### src/hdl/rirq_pkg.sv
// Package of offsets, field positions and reset values for the status block
package rirq_pkg;
  // ------------------------------------------------------------
  // Register offsets
  // ------------------------------------------------------------
  localparam logic [7:0] RIRQ_OFS_CAUSE = 8'h0C;
  localparam logic [7:0] RIRQ_OFS_ENABLE = 8'h0D;
  localparam logic [7:0] RIRQ_OFS_COLPOS = 8'h0E;
  localparam logic [7:0] RIRQ_OFS_STRENGTH = 8'h0F;
  // ------------------------------------------------------------
  // Reset values
  // ------------------------------------------------------------
  localparam logic [7:0] RIRQ_RST_CAUSE = 8'h00;
  localparam logic [7:0] RIRQ_RST_ENABLE = 8'h3E;
  localparam logic [7:0] RIRQ_RST_COLPOS = 8'h00;
  // ------------------------------------------------------------
  // Cause bit positions, then oscillator and swap bit positions
  // ------------------------------------------------------------
  localparam int RIRQ_B_TX = 7;
  localparam int RIRQ_B_RX = 6;
  localparam int RIRQ_B_FIFO = 5;
  localparam int RIRQ_B_CRC = 4;
  localparam int RIRQ_B_PARITY = 3;
  localparam int RIRQ_B_FRAMING = 2;
  localparam int RIRQ_B_COL = 1;
  localparam int RIRQ_B_NORESP = 0;
  localparam int RIRQ_B_OSC = 6;
  localparam int RIRQ_B_SWAP = 3;
  // ------------------------------------------------------------
  // FIFO level thresholds
  // ------------------------------------------------------------
  localparam logic [3:0] RIRQ_FIFO_LOW = 4'h4;
  localparam logic [3:0] RIRQ_FIFO_HIGH = 4'h8;
  // ------------------------------------------------------------
  // Transmit and receive phase
  // ------------------------------------------------------------
  typedef enum logic [1:0] {
    RIRQ_IDLE = 2'b00,
    RIRQ_TX = 2'b01,
    RIRQ_RX = 2'b10
  } rirq_phase_e;
endpackage

### src/hdl/rirq_status.sv
// Interrupt cause, enable, collision position and strength registers
//
// Chosen here: the address-and-strobe port.
`timescale 1ns/100ps
//
// Overview of operation
// Cause register clears on reset, enable pin low, protocol select write.
// Reading the cause register clears it and drops the request.
// Transmit flag sets at transmit start; request raised at its end.
// Receive flag sets at start-of-frame; request raised at receive end.
// FIFO cause sets when level below 4 or above 8 bytes.
// CRC, parity and framing errors set bits 4, 3 and 2.
// Collision cause only in the two collision-reporting protocols.
// No-response cause in bit 0 signals next time slot allowed.
// Enable register resets to 0x3E.
// Enable bits 5..0 gate FIFO, CRC, parity, framing, collision, no-resp.
// Collision position is ten bits, split over two registers.
// Collision position clears after the host reads it.
// Other protocols report error bit position in the same register.
// Low position register resets to 0x00.
// Strength is two 3-bit values, active low bits, auxiliary above.
// Swap control exchanges amplitude and phase channels.
// Strength held from receive start until next transmit start.
// Oscillator stable shows in bit 6 of strength register.
// With field off the strength register shows RF amplitude.
// Request asserted while an enabled cause is pending.
module rirq_status
  import rirq_pkg::*;
(
  input wire logic clk,
  input wire logic sys_rst,
  input wire logic chip_enable,
  input wire logic [7:0] reg_addr,
  input wire logic [7:0] reg_wdata,
  input wire logic reg_wr,
  input wire logic reg_rd,
  output logic [7:0] reg_rdata_q,
  input wire logic protocol_write,
  input wire logic collision_protocol,
  input wire logic swap_channels,
  input wire logic tx_start,
  input wire logic tx_end,
  input wire logic rx_sof,
  input wire logic rx_end,
  input wire logic [3:0] fifo_level,
  input wire logic fifo_check,
  input wire logic crc_error,
  input wire logic parity_error,
  input wire logic framing_error,
  input wire logic collision,
  input wire logic no_response,
  input wire logic [9:0] event_position,
  input wire logic osc_stable,
  input wire logic rf_off,
  input wire logic [2:0] am_level,
  input wire logic [2:0] pm_level,
  input wire logic [5:0] rf_amplitude,
  output logic irq_q
);
  // ------------------------------------------------------------
  // Decode
  // ------------------------------------------------------------
  logic soft_clr;
  logic rd_cause;
  logic rd_enable;
  logic rd_colpos;
  logic rd_strength;
  logic wr_enable;
  logic col_ok;
  logic err_any;
  logic pos_load;
  logic fifo_out;

  // Strobe qualified by a register offset
  function automatic logic addr_hit(input logic strobe,
    input logic [7:0] addr,
    input logic [7:0] ofs);
    return strobe && (addr == ofs);
  endfunction

  assign soft_clr = !chip_enable;
  assign rd_cause = addr_hit(reg_rd, reg_addr, RIRQ_OFS_CAUSE);
  assign rd_enable = addr_hit(reg_rd, reg_addr, RIRQ_OFS_ENABLE);
  assign rd_colpos = addr_hit(reg_rd, reg_addr, RIRQ_OFS_COLPOS);
  assign rd_strength = addr_hit(reg_rd, reg_addr, RIRQ_OFS_STRENGTH);
  assign wr_enable = addr_hit(reg_wr, reg_addr, RIRQ_OFS_ENABLE);
  assign col_ok = collision && collision_protocol;
  assign err_any = crc_error || parity_error || framing_error;
  assign pos_load = col_ok || (err_any && !collision_protocol);
  assign fifo_out = fifo_check && ((fifo_level < RIRQ_FIFO_LOW) ||
                    (fifo_level > RIRQ_FIFO_HIGH));

  // ------------------------------------------------------------
  // Cause register
  // ------------------------------------------------------------
  logic [7:0] cause_q;
  logic [7:0] cause_set;
  logic [7:0] cause_d;
  logic [7:0] cause_base;

  assign cause_set = {tx_start, rx_sof, fifo_out, crc_error,
                      parity_error, framing_error, col_ok,
                      no_response};
  assign cause_base = (rd_cause || protocol_write) ? RIRQ_RST_CAUSE :
                      cause_q;
  assign cause_d = cause_base | cause_set;

  always_ff @(posedge clk or posedge sys_rst) begin
    if (sys_rst) begin
      cause_q <= RIRQ_RST_CAUSE;
    end else if (soft_clr) begin
      cause_q <= RIRQ_RST_CAUSE;
    end else begin
      cause_q <= cause_d;
    end
  end

  // ------------------------------------------------------------
  // Transmit and receive completion
  // ------------------------------------------------------------
  rirq_phase_e phase_q;
  rirq_phase_e phase_d;
  logic done_q;
  logic done_d;

  always_comb begin
    phase_d = phase_q;
    case (phase_q)
      RIRQ_IDLE: begin
        if (tx_start) begin
          phase_d = RIRQ_TX;
        end else if (rx_sof) begin
          phase_d = RIRQ_RX;
        end
      end
      RIRQ_TX: begin
        if (tx_end) begin
          phase_d = RIRQ_IDLE;
        end
      end
      RIRQ_RX: begin
        if (rx_end) begin
          phase_d = RIRQ_IDLE;
        end
      end
      default: begin
        phase_d = RIRQ_IDLE;
      end
    endcase
  end

  assign done_d = ((phase_q == RIRQ_TX) && tx_end) ||
                  ((phase_q == RIRQ_RX) && rx_end) ||
                  (done_q && !(rd_cause || protocol_write));

  always_ff @(posedge clk or posedge sys_rst) begin
    if (sys_rst) begin
      phase_q <= RIRQ_IDLE;
      done_q <= 1'b0;
    end else if (soft_clr) begin
      phase_q <= RIRQ_IDLE;
      done_q <= 1'b0;
    end else begin
      phase_q <= phase_d;
      done_q <= done_d;
    end
  end

  // ------------------------------------------------------------
  // Enable and collision position
  // ------------------------------------------------------------
  logic [5:0] enable_q;
  logic [9:0] colpos_q;
  logic [9:0] colpos_d;
  logic [9:0] colpos_base;

  assign colpos_base = rd_colpos ? {colpos_q[9:8], 8'h00} :
                       (rd_enable ? {2'b00, colpos_q[7:0]} :
                       colpos_q);
  assign colpos_d = pos_load ? event_position : colpos_base;

  always_ff @(posedge clk or posedge sys_rst) begin
    if (sys_rst) begin
      enable_q <= RIRQ_RST_ENABLE[5:0];
      colpos_q <= {RIRQ_RST_ENABLE[7:6], RIRQ_RST_COLPOS};
    end else if (soft_clr) begin
      enable_q <= RIRQ_RST_ENABLE[5:0];
      colpos_q <= {RIRQ_RST_ENABLE[7:6], RIRQ_RST_COLPOS};
    end else begin
      if (wr_enable) begin
        enable_q <= reg_wdata[5:0];
      end
      colpos_q <= colpos_d;
    end
  end

  // ------------------------------------------------------------
  // Signal strength
  // ------------------------------------------------------------
  logic [5:0] strength_w;

  rirq_strength rirq_strength_i (
    .clk(clk),
    .sys_rst(sys_rst),
    .clr(soft_clr),
    .swap(swap_channels),
    .rf_off(rf_off),
    .rx_start(rx_sof),
    .tx_start(tx_start),
    .am_level(am_level),
    .pm_level(pm_level),
    .rf_amplitude(rf_amplitude),
    .strength_q(strength_w)
  );

  // ------------------------------------------------------------
  // Interrupt request and read data
  // ------------------------------------------------------------
  logic irq_d;
  logic [7:0] rdata_d;
  logic [7:0] strength_byte;

  assign irq_d = !soft_clr && (done_d ||
                 (|(cause_d[5:0] & enable_q)));
  assign strength_byte = {1'b0, osc_stable, strength_w};
  assign rdata_d = rd_cause ? cause_q :
                   rd_enable ? {colpos_q[9:8], enable_q} :
                   rd_colpos ? colpos_q[7:0] :
                   rd_strength ? strength_byte : 8'h00;

  always_ff @(posedge clk or posedge sys_rst) begin
    if (sys_rst) begin
      irq_q <= 1'b0;
      reg_rdata_q <= 8'h00;
    end else begin
      irq_q <= irq_d;
      reg_rdata_q <= rdata_d;
    end
  end
endmodule

### src/hdl/rirq_strength.sv
// Signal strength capture with channel swap and field-off amplitude
`timescale 1ns/100ps
module rirq_strength
  import rirq_pkg::*;
(
  input wire logic clk,
  input wire logic sys_rst,
  input wire logic clr,
  input wire logic swap,
  input wire logic rf_off,
  input wire logic rx_start,
  input wire logic tx_start,
  input wire logic [2:0] am_level,
  input wire logic [2:0] pm_level,
  input wire logic [5:0] rf_amplitude,
  output logic [5:0] strength_q
);
  logic hold_q;
  logic [5:0] chan_w;
  logic [5:0] strength_d;

  assign chan_w = swap ? {am_level, pm_level} : {pm_level, am_level};
  assign strength_d = rf_off ? rf_amplitude :
                      (hold_q ? strength_q : chan_w);

  always_ff @(posedge clk or posedge sys_rst) begin
    if (sys_rst) begin
      hold_q <= 1'b0;
      strength_q <= 6'h00;
    end else if (clr) begin
      hold_q <= 1'b0;
      strength_q <= 6'h00;
    end else begin
      if (rx_start) begin
        hold_q <= 1'b1;
      end else if (tx_start) begin
        hold_q <= 1'b0;
      end
      strength_q <= (rx_start && !rf_off) ? chan_w : strength_d;
    end
  end
endmodule
### config.mk
export PLATFORM = sky130hd
export DESIGN_NAME = rirq_status
export DESIGN_NICKNAME = d
export VERILOG_FILES = /design/src/hdl/rirq_pkg.sv /design/src/hdl/rirq_status.sv /design/src/hdl/rirq_strength.sv
export SDC_FILE = /design/constraint.sdc
export NUM_CORES = 1
export LEC_CHECK = 0
export BUFFER_PORTS_ARGS = -buffer_cell sky130_fd_sc_hd__buf_2
export CORE_ASPECT_RATIO = 0.5
export CORE_UTILIZATION = 45
export DETAILED_ROUTE_END_ITERATION = 16
export PLACE_DENSITY_LB_ADDON = 0.05
export REMOVE_ABC_BUFFERS = 1
export SLEW_MARGIN = 5
export SYNTH_ARGS = -nofsm -noshare
export SYNTH_HDL_FRONTEND = slang
export SYNTH_SLANG_ARGS = --single-unit
### constraint.sdc
create_clock -name clk -period 1.45 [get_ports clk]
set_input_delay 0.29 -clock clk [delete_from_list [all_inputs] [get_ports clk]]
set_output_delay 0.29 -clock clk [all_outputs]
set_load 0.01 [all_outputs]
# --- Word-level counts from Yosys, hierarchy flattened ---
# Cells that the tools add are included.
# Widths: inputs -> output; s select.
totals:
  in_bits: 62
  out_inout_bits: 9
  ff_bits: 43
op_classes:
  muxes: 27
  bitwise_logic: 2
  reduce_logical: 28
  n_eq_ne: 15
  magnitude_cmp: 2
op_table:
  columns: ["op", "count"]
  rows:
  - ["$mux 6", 7]
  - ["$mux 10", 4]
  - ["$mux 8", 5]
  - ["$eq 8x4->1 const B", 4]
  - ["$logic_and 1x1->1", 13]
  - ["$mux 2", 5]
  - ["$ne 3x1->1 const B", 3]
  - ["$logic_or 1x1->1", 8]
  - ["$ne 4x4->1 const B", 2]
  - ["$or 8x8->8", 1]
  - ["$mux 7", 1]
  - ["$and 6x6->6", 1]
  - ["$ne 3x3->1 const B", 2]
  - ["$pmux 2 s3", 1]
  - ["$reduce_or 6->1", 1]
  - ["$gt 4x4->1 const B", 1]
  - ["$lt 4x3->1 const B", 1]
  - ["$mux 1", 4]
  - ["$logic_not 1->1", 3]
  - ["$ne 3x2->1 const B", 1]
  - ["$reduce_and 3->1", 1]
  - ["$eq 2x1->1 const B", 1]
  - ["$eq 2x2->1 const B", 1]
  - ["$logic_not 2->1", 1]
  - ["2 further kinds", 2]

# --- Longest topological paths before layout ---
depth:
  ltp_word: 9
  ltp_mapped: 6
  ltp_nobuf: 5

# --- Cells and area by module ---
# From an unflattened synthesis, not the netlist that was laid out.
unflattened:
  cells_unflattened: 189
  area_unflattened_um2: 2125.8
modules_own_cells:
  columns: ["module", "seq_area_each_um2", "cells_each", "area_each_um2", "instances"]
  rows:
  - ["rirq_status", 907.1, 155, 1702.9, 1]
  - ["rirq_strength", 175.2, 34, 422.9, 1]

# --- Worst setup path after synthesis ---
# OpenSTA, ideal clock, no wires.
synth_path:
  path_type: "input to register"
  start: "in reg_addr[4]"
  end: "reg colpos_q[0]"
  path_stages: 4
  t_required_ns: 1.329
  path_slack_ns: -0.021
  arrival_ns: 1.350
  cell_sequence: "and4bb_4 nand3_4 o311a_4 a22o_1"
synth_via:
  elab_chain_cells: 5
synth_lines:
  columns: ["element", "line", "rtl"]
  rows:
  - ["from (decl)", "rirq_status.sv:33", "input wire logic [7:0] reg_addr,"]
  - ["$eq 8x4->1 (*)", "rirq_status.sv:78", "return strobe && (addr == ofs);"]
  - ["$logic_and 1x1->1 (*)", "rirq_status.sv:78", null]
  - ["$mux 10", "rirq_status.sv:177", "assign colpos_base = rd_colpos ? {colpos_q[9:8], 8'h00} :"]
  - ["$mux 10", "rirq_status.sv:180", "assign colpos_d = pos_load ? event_position : colpos_base;"]
  - ["$mux 10", "rirq_status.sv:186", "end else if (soft_clr) begin"]
  - ["to (signal assigned)", "rirq_status.sv:185", "colpos_q <= {RIRQ_RST_ENABLE[7:6], RIRQ_RST_COLPOS};"]
  - ["to (signal assigned)", "rirq_status.sv:188", "colpos_q <= {RIRQ_RST_ENABLE[7:6], RIRQ_RST_COLPOS};"]
  - ["to (signal assigned)", "rirq_status.sv:193", "colpos_q <= colpos_d;"]
  - ["to (decl)", "rirq_status.sv:173", "logic [9:0] colpos_q;"]
# Every way passes the cells marked *; elsewhere a longest branch is shown, timed or not. The select of a mux whose other input is x is not followed.
# A chain may end at the register's enable or synchronous reset.

# --- Worst setup path in the final report ---
layout_path:
  start: "reg cause_q[0]"
  end: "reg irq_q"
layout_via:
  elab_chain_cells: 6
layout_lines:
  columns: ["element", "line", "rtl"]
  rows:
  - ["from (decl)", "rirq_status.sv:96", "logic [7:0] cause_q;"]
  - ["from (signal assigned)", "rirq_status.sv:114", "cause_q <= cause_d;"]
  - ["$mux 8", "rirq_status.sv:104", "assign cause_base = (rd_cause || protocol_write) ? RIRQ_RST_CAUSE :"]
  - ["$or 8x8->8", "rirq_status.sv:106", "assign cause_d = cause_base | cause_set;"]
  - ["$and 6x6->6", "rirq_status.sv:224", "(|(cause_d[5:0] & enable_q)));"]
  - ["$reduce_or 6->1", "rirq_status.sv:224", null]
  - ["$logic_or 1x1->1", "rirq_status.sv:223", "assign irq_d = !soft_clr && (done_d ||"]
  - ["$logic_and 1x1->1", "rirq_status.sv:223", null]
  - ["named net irq_d", "rirq_status.sv:219", "logic irq_d;"]
  - ["to (signal assigned)", "rirq_status.sv:236", "irq_q <= irq_d;"]
  - ["to (decl)", "rirq_status.sv:58", "output logic irq_q"]
# The timed path passes the listed nets, and every way through them passes these cells.

==> flow_summary.toml <==
[outcome]
outcome = "finished, violations left"
failed_checks = "setup timing"

[routing]
drc = 0
avgViaCountPerCell = 5.24
drt_iter0_drc = 102
vias = 1730
totalWireLength_um = 4990
drtPass1Iterations = 4
antenna_left = 0
wl_per_cell_um = 15.1

[timing]
holdWs_ns = 0.0375
post-route-period-util_pct = 100
clock_skew_ns = 0.00596
finalMaxSlewViolations = 0
tightest_slew_ns = 0.330
fin_crit_ns = 1.45
finalSetupTns_ns = -0.00371
maxSlewHeadroom_pct = 77.7
setup_ws_ns = -0.00371
finalHoldViolations = 0
rsz0062_at_grt = "yes"
setup_viol = 1
max_freq_mhz = 688

[clock_tree]
cts_buffer_depth = 2
clk_pin_slew_worst_paths_ns = 0.08
cts-buffers-inserted = 5
cts_max_level = 2
tritoncts = "built"
cts.sinks = 43
cts_hold_buf = 0
clk_latency_ns = 0.29
cts_root_buf = "clkbuf_8"

[global_routing]
grt_pass1_vias = 1700
grt_max_degree = 44
grt_pass1_wl_um = 8390
antenna_found_initial = 0
track_usage_pct = 22.8
grt_remaining_overflow = 0

[place]
portBuffers = 68
gp_congestion = 0.817
place_hpwl_um = 3820
placed_cells = 322
dpl_cell_area_um2 = 2680

[cells_and_area]
final_layout_size_suffix_gt1_share_pct = 42.1
diodes = 0
syn_to_final_growth_pct = 30.2
fillers = 375
fin_cells = 330
nNetsFinal = 334
fin_area_um2 = 2760

[synth]
synth_seq_area_share_pct = 51.0
yosysWarnings = 0
synth-seq-cells = 43
netlist_area_um2 = 2120
synth_cell_type_count = 37
syn_inst = 185
synth_edf_count = 0
synthFlopType = "dfrtp_1"
syn_area_per_cell_um2 = 11.5
async_flop_share_pct = 100

[critical_path]
path_max_fanout = 2
worstPathRequired_ns = 1.63
startpoint_type = "flip-flop"
arrival_ns = 1.63
crit_path_end_kind = "flip-flop"
crit_type = "flip-flop to flip-flop"

[job]
cap_violations = 0

[power_and_ir_drop]
p_total_w = 0.00242
leakagePower_nw = 1.39
peakVddDrop_uv = 342
p_per_area_nw_per_um2 = 877

[die]
pin_count = 71
rows = 17
start_util_pct = 47.5
die_y_um = 50.6
die_w_um = 99.1
core-area_um2 = 4470
fp.dieArea_um2 = 5010

[hold_path]
hold_class = "input port to asynchronous set/reset pin"
==> worst max-delay path, cell delays in order (launching register included) <==
cell and delay (ns):
dfrtp_1 0.38, a222oi_1 0.34, nand2_1 0.09, a211o_2 0.31
a22oi_2 0.13, o21ai_1 0.09
==> final timing paths <==
| path | endpoint | cells after the start | start | slack, ns |
|---|---|---|---|---|
| setup / recovery | irq_q$_DFF_PP0_ | 5 | cause_q[0]$_DFF_PP0_ | -0.004 |
| hold / removal | reg_rdata_q[5]$_DFF_PP0_ | 3 | sys_rst | 0.04 |
| setup reg to reg | irq_q$_DFF_PP0_ | 5 | cause_q[0]$_DFF_PP0_ | -0.004 |
| hold reg to reg | phase_q[1]$_DFFE_PP0P_ | 1 | phase_q[0]$_DFFE_PP0P_ | 0.48 |
| max in group asynchronous | enable_q[4]$_DFFE_PP1P_ | 3 | sys_rst | 1.13 |
| min in group clk | colpos_q[4]$_DFFE_PP0P_ | 2 | event_position[4] | 0.21 |
==> synthesized netlist by cell type, types with 2 or more instances <==
master	count	share of area, %
o21ai_0	7	1.7
dfstp_2	5	6.2
o21ai_1	2	0.47
nand2_1	19	3.4
a22o_1	8	3.3
a22oi_1	3	1.1
mux4_2	7	7.4
nand3_1	2	0.47
and2b_1	3	1.1
buf_2	2	0.47
o21a_1	2	0.71
mux2i_1	13	6.1
nor2b_1	17	5.0
inv_1	2	0.35
a21boi_0	3	1.1
nor2_1	11	1.9
a21oi_1	16	3.8
clkbuf_1	6	1.1
dfrtp_1	38	45
nor3_1	2	0.47
==> logic make-up (layout without fill, tap and decap cells) <==
family / after synthesis / in the layout / share of synthesized area, %
and+or+nand+nor: 66 / 66 / 17.9
AOI/OAI and AO/OA: 46 / 46 / 15.7
DFF: 43 / 43 / 51.0
muxes: 20 / 20 / 13.6
buffers and inverters: 10 / 98 / 1.89
==> through the flow <==
| stage | setup WS [ns] | utilization [%] |
|---|---|---|
| finish | -0.00371 | 61.8 |
| global route | -0.102 | 61.8 |
| CTS | -0.0190 | 61.8 |
| detailed placement | -0.175 | 59.9 |
| global placement | -0.147 | 59.9 |
| floorplan | -0.0205 | - |
==> report_power, final <==
part / switching (W) / internal, W
sequential: 0.0000372 / 0.00125
combinational: 0.000182 / 0.000206
clock: 0.000404 / 0.000339
total: 0.000623 / 0.00180
==> layer usage <==
metal / track usage (%) / wire length (um) / share of wire, % / up-vias
li1: - / - / - / 847
met1: 32.7 / 2570 / 51 / 825
met2: 35.1 / 2160 / 43 / 53
met3: 5.01 / 218 / 4.4 / 5
met4: 6.62 / 45 / 0.90 / 0
met5: 0 / 0 / 0 / -
==> cell type report <==
type                    instances  area (um2)  share of cell area, %
clock buffers                   7        76.3                   2.76
clock inverters                 1        5.00                  0.181
well taps                      57        71.3                   2.58
multi-input cells             132        1000                   36.4
inverters                       2        7.51                  0.272
flip-flops and latches         43        1080                   39.2
repair buffers                 88         515                   18.7
==> state kept, by name (all words and copies together), names as in the netlist <==
name and flops:
reg_rdata_q 8, irq_q 1, rirq_strength_i.hold_q 1, cause_q 8, rirq_strength_i.strength_q 6, colpos_q 10, done_q 1, enable_q 6
phase_q 2
==> layout by cell type, fill, tap and decap left out, drive strengths merged, types with 3 or more instances in the layout <==
cell type	n
a22o	8
a22oi	3
clkbuf	7
dfstp	5
nand2	19
mux2i	13
and2b	3
buf	88
o21ai	9
nor2	12
nand3	3
mux4	7
nor2b	17
a21boi	3
dfrtp	38
a21oi	16
==> repair_timing <==
action,4_1_cts,5_1_grt
pin swaps,3,2
setup endpoints to repair,1,1
setup buffers,0,0
resized for setup,1,0
Power figures use the tool's default switching activity.
